File: src/shared/adcreg_pkg.sv
// constants and types for the converter control register block
package adcreg_pkg;
   // register byte addresses on the bus
   localparam logic [3:0] ADDR_CONTROL_0 = 4'h0;
   localparam logic [3:0] ADDR_SOURCE_CLOCK = 4'h4;
   localparam logic [3:0] ADDR_AMP_REF = 4'h8;
   localparam logic [3:0] ADDR_RESULT_LOW = 4'hc;
   localparam logic [3:0] ADDR_RESULT_HIGH = 4'h0 + 4'h0;
   // result high byte sits above the low one
   localparam logic [4:0] ADDR_RESULT_HIGH_W = 5'h10;
   localparam int ADDR_BITS = 5;
   // control 0 fields
   localparam int BIT_START = 7;
   localparam int BIT_BUSY = 6;
   localparam int BIT_ENABLE = 5;
   localparam int BIT_JUSTIFY = 4;
   // source and clock select fields
   localparam int BIT_UNUSED_SRC = 3;
   // amplifier and reference: bit 6 unimplemented
   localparam logic [7:0] AMP_REF_MASK = 8'hbf;
   localparam logic [7:0] CTRL_RESET = 8'h00;
   // conversion length in converter clocks
   localparam logic [4:0] CONV_CLOCKS = 5'h10;
   // bus responses
   localparam logic [1:0] RESP_OKAY = 2'h0;
   localparam logic [1:0] RESP_SLVERR = 2'h2;
   // analog source routing
   typedef enum logic [2:0] {
      ADCREG_SRC_EXTERNAL, ADCREG_SRC_SUPPLY, ADCREG_SRC_AMP,
      ADCREG_SRC_REGULATOR, ADCREG_SRC_GROUND
   } adcreg_src_type;
endpackage

File: src/hw/adcreg_clkdiv.sv
// converter clock enable divider
`timescale 1ns/1ps
module adcreg_clkdiv (
   // clock and reset
   input wire logic aclk,
   input wire logic aresetn,
   // control
   input wire logic run,
   input wire logic [2:0] rate,
   // enable out
   output logic tick
);
   logic [6:0] count_reg;
   logic [6:0] limit;

   assign limit = 7'((8'h01 << rate) - 8'h01);

   always_ff @(posedge aclk) begin
      if (!aresetn || !run) begin
         count_reg <= 7'h00;
         tick <= 1'b0;
      end else if (count_reg >= limit) begin
         count_reg <= 7'h00;
         tick <= 1'b1;
      end else begin
         count_reg <= count_reg + 7'h01;
         tick <= 1'b0;
      end
   end
endmodule // adcreg_clkdiv

File: src/hw/adcreg_top.sv
// converter control and result registers behind an axi4-lite slave
`timescale 1ns/1ps
// Operation
// - justify 0: high byte D11..4, low D3..0<<4
// - start bit rising then falling starts conversion
// - busy clears when conversion completes
// - busy flag ignores software writes
// - results hold while converter disabled
// - channel code 0 and 1 route inputs
// - source codes 0,4,12-15 pick external channel
// - codes 1-3 supply, 5-7 amplifier divided
// - code 8 regulator tap, 9-11 ground
// - internal source disconnects external channel
// - clock rate divides system clock by 2^n
// - source register bit 3 reads zero
// - converter pin drops function and pull-high
// - gain field selects gains one to four
// - reference select supply, pin, amplifier
// - end of conversion raises interrupt request
module adcreg_top (
   // clock and reset
   input wire logic aclk,
   input wire logic aresetn,
   // axi4-lite write address and data
   input wire logic [4:0] s_axi_awaddr,
   input wire logic s_axi_awvalid,
   output logic s_axi_awready,
   input wire logic [31:0] s_axi_wdata,
   input wire logic [3:0] s_axi_wstrb,
   input wire logic s_axi_wvalid,
   output logic s_axi_wready,
   // axi4-lite write response
   output logic [1:0] s_axi_bresp,
   output logic s_axi_bvalid,
   input wire logic s_axi_bready,
   // axi4-lite read
   input wire logic [4:0] s_axi_araddr,
   input wire logic s_axi_arvalid,
   output logic s_axi_arready,
   output logic [31:0] s_axi_rdata,
   output logic [1:0] s_axi_rresp,
   output logic s_axi_rvalid,
   input wire logic s_axi_rready,
   // analog converter core
   input wire logic [11:0] conv_data,
   output logic converter_power,
   output logic conv_clock_tick,
   output logic conv_sample,
   output adcreg_pkg::adcreg_src_type source_route,
   output logic [1:0] source_divide,
   output logic external_input_zero,
   output logic external_input_one,
   output logic [1:0] amplifier_gain_select,
   output logic [1:0] reference_select,
   output logic amplifier_enable,
   output logic amplifier_input_select,
   // pin sharing and interrupt request
   input wire logic [1:0] pin_is_analog,
   output logic [1:0] pin_function_off,
   output logic [1:0] pin_pullhigh_off,
   output logic conv_done_irq
);
   import adcreg_pkg::*;

   function automatic logic [7:0] merge(input logic [7:0] old,
         input logic [7:0] val, input logic en);
      merge = en ? val : old;
   endfunction

   function automatic logic is_external(input logic [3:0] code);
      is_external = (code == 4'h0) || (code == 4'h4) || (code[3:2] == 2'b11);
   endfunction

   //----------------------------------------
   // registers
   //----------------------------------------
   logic start_reg;
   logic busy_reg;
   logic enable_reg;
   logic justify_reg;
   logic [3:0] channel_reg;
   logic [3:0] source_reg;
   logic [2:0] rate_reg;
   logic [7:0] amp_ref_reg;
   logic [7:0] result_low_reg;
   logic [7:0] result_high_reg;
   logic [4:0] clocks_reg;
   logic tick;
   logic wr_fire;
   logic start_fall;
   logic done;
   logic [4:0] aw_addr_reg;
   logic [31:0] w_data_reg;
   logic w_lane_reg;
   logic aw_have_reg;
   logic w_have_reg;
   logic [7:0] ctrl0_next;
   logic [7:0] read_byte;
   logic read_hit;

   //----------------------------------------
   // axi4-lite write
   //----------------------------------------
   assign wr_fire = aw_have_reg && w_have_reg && !s_axi_bvalid;

   always_ff @(posedge aclk) begin
      if (!aresetn) begin
         s_axi_awready <= 1'b1;
         s_axi_wready <= 1'b1;
         aw_have_reg <= 1'b0;
         w_have_reg <= 1'b0;
         aw_addr_reg <= 5'h00;
         w_data_reg <= 32'h00000000;
         w_lane_reg <= 1'b0;
         s_axi_bvalid <= 1'b0;
         s_axi_bresp <= RESP_OKAY;
      end else begin
         if (s_axi_awvalid && s_axi_awready) begin
            aw_addr_reg <= s_axi_awaddr;
            aw_have_reg <= 1'b1;
            s_axi_awready <= 1'b0;
         end
         if (s_axi_wvalid && s_axi_wready) begin
            w_data_reg <= s_axi_wdata;
            w_lane_reg <= s_axi_wstrb[0];
            w_have_reg <= 1'b1;
            s_axi_wready <= 1'b0;
         end
         if (wr_fire) begin
            aw_have_reg <= 1'b0;
            w_have_reg <= 1'b0;
            s_axi_bvalid <= 1'b1;
            s_axi_bresp <= (aw_addr_reg == {1'b0, ADDR_CONTROL_0} ||
               aw_addr_reg == {1'b0, ADDR_SOURCE_CLOCK} ||
               aw_addr_reg == {1'b0, ADDR_AMP_REF} ||
               aw_addr_reg == {1'b0, ADDR_RESULT_LOW} ||
               aw_addr_reg == ADDR_RESULT_HIGH_W) ? RESP_OKAY : RESP_SLVERR;
         end
         if (s_axi_bvalid && s_axi_bready) begin
            s_axi_bvalid <= 1'b0;
            s_axi_awready <= 1'b1;
            s_axi_wready <= 1'b1;
         end
      end
   end

   //----------------------------------------
   // control registers
   //----------------------------------------
   assign ctrl0_next = merge({start_reg, busy_reg, enable_reg, justify_reg,
      channel_reg}, w_data_reg[7:0],
      wr_fire && w_lane_reg && aw_addr_reg == {1'b0, ADDR_CONTROL_0});
   assign start_fall = start_reg && !ctrl0_next[BIT_START];

   always_ff @(posedge aclk) begin
      if (!aresetn) begin
         start_reg <= CTRL_RESET[BIT_START];
         enable_reg <= CTRL_RESET[BIT_ENABLE];
         justify_reg <= CTRL_RESET[BIT_JUSTIFY];
         channel_reg <= CTRL_RESET[3:0];
      end else begin
         // busy bit of the written byte is dropped
         start_reg <= ctrl0_next[BIT_START];
         enable_reg <= ctrl0_next[BIT_ENABLE];
         justify_reg <= ctrl0_next[BIT_JUSTIFY];
         channel_reg <= ctrl0_next[3:0];
      end
   end

   always_ff @(posedge aclk) begin
      if (!aresetn) begin
         source_reg <= CTRL_RESET[7:4];
         rate_reg <= CTRL_RESET[2:0];
         amp_ref_reg <= CTRL_RESET;
      end else if (wr_fire && w_lane_reg) begin
         if (aw_addr_reg == {1'b0, ADDR_SOURCE_CLOCK}) begin
            source_reg <= w_data_reg[7:4];
            rate_reg <= w_data_reg[2:0];
         end
         if (aw_addr_reg == {1'b0, ADDR_AMP_REF}) begin
            amp_ref_reg <= w_data_reg[7:0] & AMP_REF_MASK;
         end
      end
   end

   //----------------------------------------
   // conversion sequencer
   //----------------------------------------
   adcreg_clkdiv u_clkdiv (
      .aclk(aclk),
      .aresetn(aresetn),
      .run(busy_reg),
      .rate(rate_reg),
      .tick(tick)
   );

   assign done = busy_reg && tick && clocks_reg == CONV_CLOCKS - 5'h01;

   always_ff @(posedge aclk) begin
      if (!aresetn) begin
         busy_reg <= 1'b0;
         clocks_reg <= 5'h00;
         conv_done_irq <= 1'b0;
         conv_sample <= 1'b0;
      end else begin
         conv_done_irq <= 1'b0;
         conv_sample <= 1'b0;
         if (start_fall && enable_reg) begin
            busy_reg <= 1'b1;
            clocks_reg <= 5'h00;
         end else if (done) begin
            busy_reg <= 1'b0;
            conv_done_irq <= 1'b1;
            conv_sample <= 1'b1;
         end else if (busy_reg && tick) begin
            clocks_reg <= clocks_reg + 5'h01;
         end
         if (!enable_reg) begin
            busy_reg <= 1'b0;
         end
      end
   end

   always_ff @(posedge aclk) begin
      if (!aresetn) begin
         result_low_reg <= CTRL_RESET;
         result_high_reg <= CTRL_RESET;
      end else if (done && enable_reg && !(start_fall)) begin
         if (justify_reg) begin
            result_high_reg <= {4'h0, conv_data[11:8]};
            result_low_reg <= conv_data[7:0];
         end else begin
            result_high_reg <= conv_data[11:4];
            result_low_reg <= {conv_data[3:0], 4'h0};
         end
      end
   end

   //----------------------------------------
   // analog routing
   //----------------------------------------
   always_ff @(posedge aclk) begin
      if (!aresetn) begin
         source_route <= ADCREG_SRC_EXTERNAL;
         source_divide <= 2'h0;
         external_input_zero <= 1'b0;
         external_input_one <= 1'b0;
         converter_power <= 1'b0;
         conv_clock_tick <= 1'b0;
         amplifier_gain_select <= 2'h0;
         reference_select <= 2'h0;
         amplifier_enable <= 1'b0;
         amplifier_input_select <= 1'b0;
         pin_function_off <= 2'h0;
         pin_pullhigh_off <= 2'h0;
      end else begin
         converter_power <= enable_reg;
         conv_clock_tick <= tick && busy_reg;
         amplifier_gain_select <= amp_ref_reg[1:0];
         reference_select <= amp_ref_reg[3:2];
         amplifier_input_select <= amp_ref_reg[4];
         amplifier_enable <= amp_ref_reg[7];
         pin_function_off <= pin_is_analog;
         pin_pullhigh_off <= pin_is_analog;
         source_divide <= 2'h0;
         if (is_external(source_reg)) begin
            source_route <= ADCREG_SRC_EXTERNAL;
         end else if (source_reg[3:2] == 2'b00) begin
            source_route <= ADCREG_SRC_SUPPLY;
            source_divide <= source_reg[1:0] - 2'h1;
         end else if (source_reg[3:2] == 2'b01) begin
            source_route <= ADCREG_SRC_AMP;
            source_divide <= source_reg[1:0] - 2'h1;
         end else if (source_reg == 4'h8) begin
            source_route <= ADCREG_SRC_REGULATOR;
         end else begin
            source_route <= ADCREG_SRC_GROUND;
         end
         external_input_zero <= is_external(source_reg) && channel_reg == 4'h0;
         external_input_one <= is_external(source_reg) && channel_reg == 4'h1;
      end
   end

   //----------------------------------------
   // axi4-lite read
   //----------------------------------------
   always_comb begin
      read_byte = 8'h00;
      read_hit = 1'b1;
      if (s_axi_araddr == {1'b0, ADDR_CONTROL_0}) begin
         read_byte = {start_reg, busy_reg, enable_reg, justify_reg,
            channel_reg};
      end else if (s_axi_araddr == {1'b0, ADDR_SOURCE_CLOCK}) begin
         read_byte = {source_reg, 1'b0, rate_reg};
      end else if (s_axi_araddr == {1'b0, ADDR_AMP_REF}) begin
         read_byte = amp_ref_reg;
      end else if (s_axi_araddr == {1'b0, ADDR_RESULT_LOW}) begin
         read_byte = result_low_reg;
      end else if (s_axi_araddr == ADDR_RESULT_HIGH_W) begin
         read_byte = result_high_reg;
      end else begin
         read_hit = 1'b0;
      end
   end

   always_ff @(posedge aclk) begin
      if (!aresetn) begin
         s_axi_arready <= 1'b1;
         s_axi_rvalid <= 1'b0;
         s_axi_rdata <= 32'h00000000;
         s_axi_rresp <= RESP_OKAY;
      end else if (s_axi_arvalid && s_axi_arready) begin
         s_axi_arready <= 1'b0;
         s_axi_rvalid <= 1'b1;
         s_axi_rdata <= {24'h000000, read_byte};
         s_axi_rresp <= read_hit ? RESP_OKAY : RESP_SLVERR;
      end else if (s_axi_rvalid && s_axi_rready) begin
         s_axi_rvalid <= 1'b0;
         s_axi_arready <= 1'b1;
      end
   end

   //----------------------------------------
   // checks
   //----------------------------------------
   busy_set_a: assert property (@(posedge aclk) disable iff (!aresetn)
      start_fall && enable_reg |=> busy_reg)
      else $error("busy not set after start");
   busy_clear_a: assert property (@(posedge aclk) disable iff (!aresetn)
      done && !start_fall |=> !busy_reg && conv_done_irq)
      else $error("busy not cleared at completion");
   busy_ro_a: assert property (@(posedge aclk) disable iff (!aresetn)
      !busy_reg && !(start_fall && enable_reg) |=> !busy_reg)
      else $error("busy changed without conversion");
   hold_off_a: assert property (@(posedge aclk) disable iff (!aresetn)
      !enable_reg |=> $stable(result_low_reg) && $stable(result_high_reg))
      else $error("result changed while disabled");
   left_just_a: assert property (@(posedge aclk) disable iff (!aresetn)
      done && enable_reg && !start_fall && !justify_reg
      |=> result_high_reg == $past(conv_data[11:4]) &&
      result_low_reg[3:0] == 4'h0)
      else $error("left justified result wrong");
   right_just_a: assert property (@(posedge aclk) disable iff (!aresetn)
      done && enable_reg && !start_fall && justify_reg
      |=> result_high_reg[7:4] == 4'h0 &&
      result_low_reg == $past(conv_data[7:0]))
      else $error("right justified result wrong");
   ext_off_a: assert property (@(posedge aclk) disable iff (!aresetn)
      !is_external(source_reg) |=> !external_input_zero &&
      !external_input_one)
      else $error("external input left connected");
   restart_a: assert property (@(posedge aclk) disable iff (!aresetn)
      busy_reg && start_fall && enable_reg |=> busy_reg &&
      clocks_reg == 5'h00)
      else $error("restart did not reset conversion");
   bit3_zero_a: assert property (@(posedge aclk) disable iff (!aresetn)
      s_axi_arvalid && s_axi_arready &&
      s_axi_araddr == {1'b0, ADDR_SOURCE_CLOCK}
      |=> s_axi_rdata[BIT_UNUSED_SRC] == 1'b0)
      else $error("unused source bit read nonzero");
endmodule // adcreg_top

File: config.mk
export PLATFORM = sky130hd
export DESIGN_NAME = adcreg_top
export DESIGN_NICKNAME = d
export VERILOG_FILES = /design/src/shared/adcreg_pkg.sv /design/src/hw/adcreg_clkdiv.sv /design/src/hw/adcreg_top.sv
export SDC_FILE = /design/constraint.sdc
export NUM_CORES = 1
export LEC_CHECK = 0
export BUFFER_PORTS_ARGS = -buffer_cell sky130_fd_sc_hd__buf_2
export CAP_MARGIN = 20
export CORE_MARGIN = 1
export CORE_UTILIZATION = 52
export DETAILED_ROUTE_END_ITERATION = 10
export PLACE_DENSITY = 0.8
export SKIP_LAST_GASP = 1
export SLEW_MARGIN = 20
export SYNTH_ARGS = -nofsm -noshare
export SYNTH_HDL_FRONTEND = slang
export SYNTH_SLANG_ARGS = --single-unit
File: constraint.sdc
create_clock -name aclk -period 2.4 [get_ports aclk]
set_input_delay 0.72 -clock aclk [delete_from_list [all_inputs] [get_ports aclk]]
set_output_delay 0.72 -clock aclk [all_outputs]
set_load 0.02 [all_outputs]
Word level (Yosys, flattened, before mapping)
Index checks and enable logic that the tools add are counted. Widths: inputs -> output; s select.

Bits in registers: 102. Output and inout port bits: 62. Word-level logic and storage cells: 137.

Add/subtract/negate cells: 4. Order comparisons: 1. Equality and inequality tests: 14. Shifts and indexed selects: 1. Muxes and demuxes: 28. Bitwise gates (word level): 2. Reduce and logical (&&, ||, !) cells: 47.

Operators by type and width (number): $mux 8 (8); $eq 5x4->1 const B (5); $logic_and 1x1->1 (17); $mux 1 (14); $eq 5x3->1 const B (2); $eq 5x5->1 const B (2); $logic_not 5->1 (2); $mux 2 (5); $reduce_or 2->1 (5); $logic_not 4->1 (2); $reduce_and 2->1 (4); $add 7x1->7 const B (1); $ge 7x7->1 (1); $logic_or 1x1->1 (7); $shl 1x3->7 const A (1); $sub 7x1->7 const B (1); $add 5x1->5 const B (1); $logic_not 1->1 (5); $eq 4x1->1 const B (1); $eq 4x3->1 const B (1); $eq 4x4->1 const B (1); $reduce_bool 2->1 (2); $reduce_or 4->1 (1); $mux 3 (1); 6 further kinds (7).

Logic depth before layout (Yosys ltp)
Gate-level depths: netlist (run 1).

Depth in word-level cells: 9. Mapped depth: 9.

By module
From an unflattened synthesis (run 1), not the netlist that was laid out.

Cells, all modules: 507. Area total of the unflattened synthesis: 4600.7 um^2.

By module, submodules not included: adcreg_top (times used 1, cells each 455, area an instance 4110.2 um^2, seq. area each 1841.8 um^2); adcreg_clkdiv (times used 1, cells each 52, area an instance 490.5 um^2, seq. area each 160.2 um^2).

Worst setup path after synthesis (run 1)
No wires, ideal clock.

Path kind: reg2reg. Start point: register rate_reg[2]. End point: register u_clkdiv.count_reg[2]. Arrival time: 1785 ps. Data required time: 2258 ps. Path slack: 472 ps. Stages on the path, launching flop included: 8. Buffers on the path: 1. Clock period less this slack: 1928 ps. Cells stage by stage: dfxtp_1 > clkbuf_1 > or3_1 > ha_1 > nand2b_1 > a211oi_1 > o31ai_1 > nor2_1.

Longest elaborated chain between the ends: 4.

Ends and longest elaborated chain: start: declaration (RTL line adcreg_top.sv:83) `logic [2:0] rate_reg;`; start signal: assignment (RTL line adcreg_top.sv:173) `rate_reg <= CTRL_RESET[2:0];`; start signal: assignment (RTL line adcreg_top.sv:178) `rate_reg <= w_data_reg[2:0];`; $shl 1x3->7 (RTL line adcreg_clkdiv.sv:16) `assign limit = 7'((8'h01 << rate) - 8'h01);`; $sub 7x1->7 (RTL line adcreg_clkdiv.sv:16); $ge 7x7->1 (RTL line adcreg_clkdiv.sv:22) `end else if (count_reg >= limit) begin`; $reduce_or 2->1 (no source line); end signal: assignment (RTL line adcreg_clkdiv.sv:26) `count_reg <= count_reg + 7'h01;`; end: declaration (RTL line adcreg_clkdiv.sv:13) `logic [6:0] count_reg;`.

Every way passes these cells. A chain may end at the register's enable or synchronous reset.

Worst setup path in the final report (run 1)
Start point: register rate_reg[0]. End point: register u_clkdiv.count_reg[3].

The elaborated chain is that of the path after synthesis.

==> metrics.log, run 1 <==
INFO  metric run_status = finished, final reports clean
INFO  metric drt.antenna.violating_nets = 0
INFO  metric critPathCaptureType = flop
INFO  metric via_count_normalized_by_instance_count = roughly 5.4
INFO  metric synthesis.yosys.warnings = 0
INFO  metric maximum_operating_frequency = roughly 0.51 GHz
INFO  metric total_power = 3.27 mW
INFO  metric grt_setup_unrepaired = no
INFO  metric detail_route.first_pass.iterations = 5
INFO  metric diode_count = 0
INFO  metric netlist-cell-type-count = 50
INFO  metric gr-usage-all-layers = 22.6%
INFO  metric dr_wl_met3 = 492 um
INFO  metric numPortBuffers = 75
INFO  metric timing.setup.tns = 0 ns
INFO  metric fin_util = 61.4%
INFO  metric pwr_density_cell = 645 nW/um2
INFO  metric timing.final.setup_violations = 0
INFO  metric gp_routability_congestion = 0.842
INFO  metric final_min_period_over_clock_period = between 80% and 90%
INFO  metric design.die.area = between 8000 and 9000 um2
INFO  metric worst_slew_pin_slew = 0.729 ns
INFO  metric ios = 129
INFO  metric worstSetupStartpoint = rate_reg[0]$_SDFFE_PN0P_
INFO  metric avg_cell_area_syn = between 8 and 9 um2
INFO  metric final-hold-violation-count = 0
INFO  metric number_of_antenna_violations_at_the_first_check_in_global_routing = 0
INFO  metric met2WireLength = 4860 um
INFO  metric dr.max_layer_used = met4
INFO  metric die_x = between 90 and 100 um
INFO  metric h-tree-depth = 3
INFO  metric seq_area_frac_synth = 44.8%
INFO  metric clock_skew = 0.0135 ns
INFO  metric drive_above_1_share = 19.2%
INFO  metric dominantRegCellSynth = dfxtp_1
INFO  metric power_leakage = 2.23 nW
INFO  metric dpl_hpwl = ~7000 um
INFO  metric critical_path_launch_point_type = flop
INFO  metric synth_seq_cells = 100
INFO  metric post-cts-setup-buffer-count = 0
INFO  metric routed_wirelength = approximately 9800 um
INFO  metric cts.path.max_buffers = 2
INFO  metric post_synth_instance_area = 4470 um2
INFO  metric timing.rr.start = rate_reg[0]$_SDFFE_PN0P_
INFO  metric synthCells = 500
INFO  metric stdcell_area = 5070 um2
INFO  metric grt_start_max_net_pins = 78
INFO  metric grt.overflow.total = 0
INFO  metric worst-endpoint-arrival = roughly 2.3 ns
INFO  metric tritoncts = yes
INFO  metric drt-wirelength-per-cell = 14.5 um
INFO  metric worst_setup_hold_path_clk_slew = 0.10 ns
INFO  metric area_share_of_the_largest_cell_type_after_synthesis = between 40 and 50%
INFO  metric dr.first_iter.drc_count = between 100 and 150
INFO  metric required = ~2.7 ns
INFO  metric vias = 3677
INFO  metric slew_headroom = 51.3%
INFO  metric cts_root_buf = clkbuf_8
INFO  metric grt_first_pass_wirelength = 15600 um
INFO  metric maxcap_viol_count = 0
INFO  metric cp_max_fo = 7
INFO  metric synth_top_cells_by_area = dfxtp_1 45%, mux2i_1 5.6%, nand2_1 5.3%
INFO  metric fp.dieH = about 95 um
INFO  metric synth_top_cell_by_area = dfxtp_1
INFO  metric hold_start = result_low_reg[1]$_SDFFE_PN0P_
INFO  metric hp-class = reg -> reg
INFO  metric worstSetupPathType = reg -> reg
INFO  metric coreArea = 8260 um2
INFO  metric met1_routed_wirelength_after_detailed_routing = 4220 um
INFO  metric cts_repair_resize_count = 0
INFO  metric share_of_synthesized_flip_flops_with_an_asynchronous_set_or_reset = 0%
INFO  metric cts_num_sinks = 100
INFO  metric finalMaxSlewViolations = 0
INFO  metric stdcell_count = approximately 680
INFO  metric remaining_drc_errors = 0
INFO  metric floorplan.initialDensity = between 50% and 60%
INFO  metric syn2layout_area_growth = 13.3%
INFO  metric place_inst = about 660
INFO  metric via_count_of_the_first_global_routing_pass = 3433
INFO  metric postCtsHoldBufs = 0
INFO  metric min_period = 1.96 ns
INFO  metric count_of_flip_flops_with_a_built_in_enable_after_synthesis = 0
INFO  metric numCtsBuffers = 9
INFO  metric std_cell_rows = 33
INFO  metric peakVddDrop = 0.000332 V
INFO  metric nNetsFinal = roughly 650
INFO  metric place_area = 4830 um2
INFO  metric clock_latency = 0.37 ns
[cells in the final DEF (no fill, tap or decap), drive strengths merged, types with 5 or more instances in the layout]
cell type  count
o211a          9
and2          13
buf           85
nor2          29
nor2b          6
a21oi         23
conb          26
nand2         63
clkbuf        10
dfxtp        100
ha            11
a22o           5
a21boi        11
o21ai         38
inv           14
o211ai         6
nand3         32
nand2b         8
mux2i         25
[metrics by stage]
stage / worst slack [ns] / hold WS, ns
CTS: 0.437 / 0.468
floorplan: 0.472 / 0.412
global placement: 0.371 / 0.439
global route: 0.340 / 0.494
finish: 0.444 / 0.468
detailed placement: 0.310 / 0.445
[cells in the mapped netlist, types with 9 or more instances]
library cell and instances:
and2_1 13, nand2_1 63, a21oi_1 23, o211a_1 9, dfxtp_1 100, a21boi_0 11
inv_1 13, ha_1 11, nor2_1 28, buf_4 29, clkbuf_1 15, o21ai_0 37
nand3_1 31, mux2i_1 25
[layout make-up]
type,count,area [um2]
Sequential cell,100,2000
Clock inverter,6,111
Inverter,14,52.6
Clock buffer,10,128
Fill cell,751,3190
Tap cell,105,131
Multi-Input combinational cell,358,2180
Timing Repair Buffer,85,463
[layer usage]
metal | vias to the layer above | GRT usage, %
li1 | 1813 | -
met1 | 1723 | 26.8
met2 | 116 | 39.1
met3 | 25 | 4.59
met4 | 0 | 10.5
met5 | - | 0
[where the power goes]
part	switching (mW)	internal, mW	total (mW)	leakage [nW]
Clock	0.586	0.695	1.28	0.117
Combinational	0.179	0.0890	0.268	1.30
Sequential	0.0298	1.69	1.72	0.811
Total	0.794	2.48	3.27	2.23
[cell families (layout without fill, tap and decap cells)]
group	after synthesis	in the layout	synth area share (%)
other	1	26	0.0838
and+or+nand+nor	177	177	20.0
DFF	100	100	44.8
AOI/OAI and AO/OA	107	107	15.4
muxes	29	29	6.60
adders and majority gates	11	11	3.08
xor gates and xnor gates	8	8	1.57
buffers and inverters	67	115	8.56
[worst paths after layout]
kind	to	slack [ns]	cells past startpoint
worst max-delay path	u_clkdiv.count_reg[3]$_SDFF_PP0_	0.44	7
worst min-delay path	result_low_reg[1]$_SDFFE_PN0P_	0.47	2
worst min register to register	result_low_reg[1]$_SDFFE_PN0P_	0.47	2
worst max register to register	u_clkdiv.count_reg[3]$_SDFF_PP0_	0.44	7
[critical path, stage by stage, from the launching register on]
cell	delay, ns
dfxtp_1	0.38
or3_1	0.39
ha_1	0.27
nand2b_1	0.14
a211oi_1	0.33
o31ai_1	0.13
buf_4	0.17
nor2_1	0.09
(Power assumes the default switching activity.)
==> inputs of run 2 (changes only) <==
--- a/config.mk
+++ b/config.mk
@@ -5,12 +5,13 @@
 export SDC_FILE = /design/constraint.sdc
 export NUM_CORES = 1
 export LEC_CHECK = 0
+export ABC_AREA = 1
 export BUFFER_PORTS_ARGS = -buffer_cell sky130_fd_sc_hd__buf_2
 export CAP_MARGIN = 20
 export CORE_MARGIN = 1
-export CORE_UTILIZATION = 52
+export CORE_UTILIZATION = 47
 export DETAILED_ROUTE_END_ITERATION = 10
-export PLACE_DENSITY = 0.8
+export PLACE_DENSITY = 0.76
 export SKIP_LAST_GASP = 1
 export SLEW_MARGIN = 20
 export SYNTH_ARGS = -nofsm -noshare
==> constraint.sdc (replaced) <==
create_clock -name aclk -period 1.75 [get_ports aclk]
set_input_delay 0.525 -clock aclk [delete_from_list [all_inputs] [get_ports aclk]]
set_output_delay 0.525 -clock aclk [all_outputs]
set_load 0.02 [all_outputs]
==> metrics.log, run 2 <==
INFO  metric run_status = finished, final reports clean
INFO  metric synth_area_in_compound_gates = 15.2% (-0.22 points)
INFO  metric tritoncts = yes
INFO  metric synth_adder_area_share = 3.04% (-0.033 points)
INFO  metric fin_util = 57.4% (-4.0 points)
INFO  metric dpl_hpwl = 7580 um (+11%)
INFO  metric rr_worst_depth = 9 (+2)
INFO  metric gr-usage-all-layers = 20.1% (-2.6 points)
INFO  metric finalHoldWorstSlack = 0.337 ns (-0.131 ns)
INFO  metric total_power = 4.46 mW (+36%)
INFO  metric final-hold-violation-count = 0 (unchanged)
INFO  metric cts_root_buf = clkbuf_8
INFO  metric synthesis.yosys.warnings = 0 (unchanged)
INFO  metric design.die.area = 10000 um2 (+12%)
INFO  metric share_of_synthesized_flip_flops_with_an_asynchronous_set_or_reset = 0% (unchanged)
INFO  metric via_count_of_the_first_global_routing_pass = 3614 (+5.3%)
INFO  metric worstSetupStartpoint = clocks_reg[0]$_SDFFE_PP0P_
INFO  metric worstSetupPathType = reg -> reg
INFO  metric h-tree-depth = 3 (unchanged)
INFO  metric synth_top_cells_by_area = dfxtp_1 44%, nor2_1 8.7%, nand2_1 7.1%
INFO  metric fp.dieH = 100 um (+5.6%)
INFO  metric area_share_of_the_largest_cell_type_after_synthesis = 44.3% (-0.48 points)
INFO  metric diode_count = 0 (unchanged)
INFO  metric worst_setup_hold_path_clk_slew = 0.10 ns (about the same)
INFO  metric vias = 4068 (+11%)
INFO  metric hp-class = in -> reg
INFO  metric yosysMostFrequentCell = nor2_1
INFO  metric number_of_antenna_violations_at_the_first_check_in_global_routing = 0 (unchanged)
INFO  metric synth_mux_area_share = 1.77% (-4.8 points)
INFO  metric crit_end = result_high_reg[7]$_SDFFE_PN0P_
INFO  metric routed_wirelength = 10100 um (+3.2%)
INFO  metric most_frequent_standard_cell_in_the_layout_excluding_fill_and_tap_cells = nor2_1
INFO  metric via_count_normalized_by_instance_count = 5.03 (-7.2%)
INFO  metric timing.final.setup_violations = 0 (unchanged)
INFO  metric post_synth_and_or_nand_nor_area_fraction = 22.5% (+2.5 points)
INFO  metric dr.first_iter.drc_count = 233 (+63%)
INFO  metric clock_skew = 0.0158 ns (+0.00231 ns)
INFO  metric pwr_density_cell = 838 nW/um2 (+30%)
INFO  metric gp_routability_congestion = 0.922 (+9.5%)
INFO  metric detail_route.first_pass.iterations = 5 (unchanged)
INFO  metric ios = 129 (unchanged)
INFO  metric timing.rr.start = clocks_reg[0]$_SDFFE_PP0P_
INFO  metric synthCells = 595 (+19%)
INFO  metric r2r_end = result_high_reg[7]$_SDFFE_PN0P_
INFO  metric critPathCaptureType = flop
INFO  metric netlist-cell-type-count = 34 (-32%)
INFO  metric worst_slew_pin_slew = 0.503 ns (-0.227 ns)
INFO  metric syn2layout_area_growth = 17.8%
INFO  metric floorplan.initialDensity = 48.7% (-5.5 points)
INFO  metric grt.overflow.total = 0 (unchanged)
INFO  metric drt.antenna.violating_nets = 0 (unchanged)
INFO  metric clock_latency = 0.36 ns (about the same)
INFO  metric coreArea = 9280 um2 (+12%)
INFO  metric fillCellCount = 885 (+18%)
INFO  metric largest_family_of_logic_cells_by_synthesized_area = simple AND/OR/NAND/NOR gates
INFO  metric maxcap_viol_count = 0 (unchanged)
INFO  metric critical_path_launch_point_type = flop
INFO  metric synth_top_cell_by_area = dfxtp_1
INFO  metric die_x = 100 um (+5.6%)
INFO  metric grt_start_max_net_pins = 34 (-56%)
INFO  metric nNetsFinal = 752 (+16%)
INFO  metric worst-endpoint-arrival = 1.92 ns (-0.34 ns)
INFO  metric slew_headroom = 66.5% (+15 points)
INFO  metric dominantRegCellSynth = dfxtp_1
INFO  metric cts.path.max_buffers = 2 (unchanged)
INFO  metric seq_area_frac_synth = 44.3% (-0.48 points)
INFO  metric cp_max_fo = 8 (+1)
INFO  metric post_synth_instance_area = 4520 um2 (+1.1%)
INFO  metric numPortBuffers = 75 (unchanged)
INFO  metric numCtsBuffers = 9 (unchanged)
INFO  metric avg_cell_area_syn = 7.60 um2 (-15%)
INFO  metric min_period = 1.66 ns (-0.297 ns)
INFO  metric synth-xor-area-share = 1.16% (-0.40 points)
INFO  metric cts_num_sinks = 100 (unchanged)
INFO  metric remaining_drc_errors = 0 (unchanged)
INFO  metric required = 2.01 ns (-0.69 ns)
INFO  metric maximum_operating_frequency = 0.603 GHz (+18%)
INFO  metric synth_seq_cells = 100 (unchanged)
INFO  metric peakVddDrop = 0.000413 V (+24%)
INFO  metric grt_first_pass_wirelength = 16100 um (+2.9%)
INFO  metric power_leakage = 2.40 nW (+7.5%)
INFO  metric count_of_flip_flops_with_a_built_in_enable_after_synthesis = 0 (unchanged)
INFO  metric drt-wirelength-per-cell = 12.5 um (-13%)
INFO  metric postCtsHoldBufs = 0 (unchanged)
INFO  metric worst-r2r-setup-slack = 0.09 ns (-0.35 ns)
INFO  metric std_cell_rows = 35 (+6.1%)
INFO  metric mostFrequentLayoutCells = 103 x nor2_1, 95 x dfxtp_1, 85 x nand2_1
INFO  metric ys_top_cells_by_count = 105 x nor2_1, 100 x dfxtp_1, 85 x nand2_1, 53 x a21oi_1, 47 x inv_1
INFO  metric final_min_period_over_clock_period = 94.8% (+13 points)
INFO  metric finalMaxSlewViolations = 0 (unchanged)
INFO  metric drive_above_1_share = 20.9% (+1.7 points)
-- run 2: cell count changes after synthesis, sizes merged, moves of 10 or more --
cell | before | now
nor2 | 29 | 111
inv | 13 | 51
a21oi | 23 | 53
nand2 | 63 | 85
mux2i | 25 | 8
and2 | 13 | 0
a211oi | 3 | 13
a21boi | 11 | 1
-- run 2: kinds of logic (layout without fill, tap and decap cells) --
family,Yosys count,in the layout
buffers and inverters,107,166
muxes,8,8
AOI/OAI and AO/OA,123,123
adders and majority gates,11,11
other,1,26
xor gates and xnor gates,6,6
DFF,100,100
and+or+nand+nor,239,239
-- run 2: worst min-delay path by stage --
stage	end	startpoint	slack (ns)	cells after the start
5_1_grt	pin_pullhigh_off[1]$_SDFF_PN0_	pin_is_analog[1]	0.34	3
3_3_place_gp	u_clkdiv.count_reg[0]$_SDFF_PP0_	u_clkdiv.count_reg[0]$_SDFF_PP0_	0.45	1
4_1_cts	pin_pullhigh_off[0]$_SDFF_PN0_	pin_is_analog[0]	0.33	3
2_1_floorplan	amplifier_enable$_SDFF_PN0_	amp_ref_reg[7]$_SDFFE_PN0P_	0.42	2
3_5_place_dp	u_clkdiv.count_reg[0]$_SDFF_PP0_	u_clkdiv.count_reg[0]$_SDFF_PP0_	0.45	1
6_report	pin_pullhigh_off[0]$_SDFF_PN0_	pin_is_analog[0]	0.34	3
-- run 2: final cells by class --
type	instances	area, um2	share of cell area, %
clock buffers	10	138	2.58
clock inverters	6	93.8	1.76
inverters	51	191	3.59
multi-input cells	413	2130	39.9
flip-flops and latches	100	2010	37.8
well taps	129	161	3.03
repair buffers	99	603	11.3
-- run 2: critical path, cell delays in order, from the launching register on --
cell and delay, ns:
dfxtp_4 0.38, ha_4 0.13, and3_4 0.19, ha_4 0.15, nand3_4 0.09, nor2_4 0.24
clkbuf_16 0.20, nand3_1 0.07, nand2_1 0.08, nor2_1 0.04
-- run 2: power by group --
| group | switching [mW] | internal (mW) | total (mW) | leakage (nW) |
|---|---|---|---|---|
| logic | 0.306 | 0.141 | 0.447 | 1.47 |
| registers | 0.0347 | 2.34 | 2.37 | 0.816 |
| clock network | 0.788 | 0.857 | 1.64 | 0.113 |
| total | 1.13 | 3.33 | 4.46 | 2.40 |
-- run 2: repair_timing --
action | CTS | global route
resized for setup | 0 | 17
cloned | 0 | 2
buffers inserted | 1 | 2
pin swaps | 0 | 2
endpoints found under the setup margin | 2 | 27
-- run 2: stage by stage --
| step | instances | TNS, ns | setup WS [ns] | instance area (um2) |
|---|---|---|---|---|
| floorplan | 620 | 0 | 0.150 | 4620 |
| global placement | 787 | 0 | 0.0782 | 4960 |
| detailed placement | 787 | -0.0457 | -0.0455 | 4960 |
| CTS | 804 | 0 | 0.00727 | 5190 |
| global route | 808 | -0.0137 | -0.0137 | 5330 |
| finish | 808 | 0 | 0.0909 | 5330 |
-- run 2: routing by layer --
layer,track usage (%),wire length [um],vias to the layer above
li1,-,-,2063
met1,26.6,4660,1850
met2,33.8,4740,140
met3,3.20,572,15
met4,6.24,142,0
met5,0,0,-
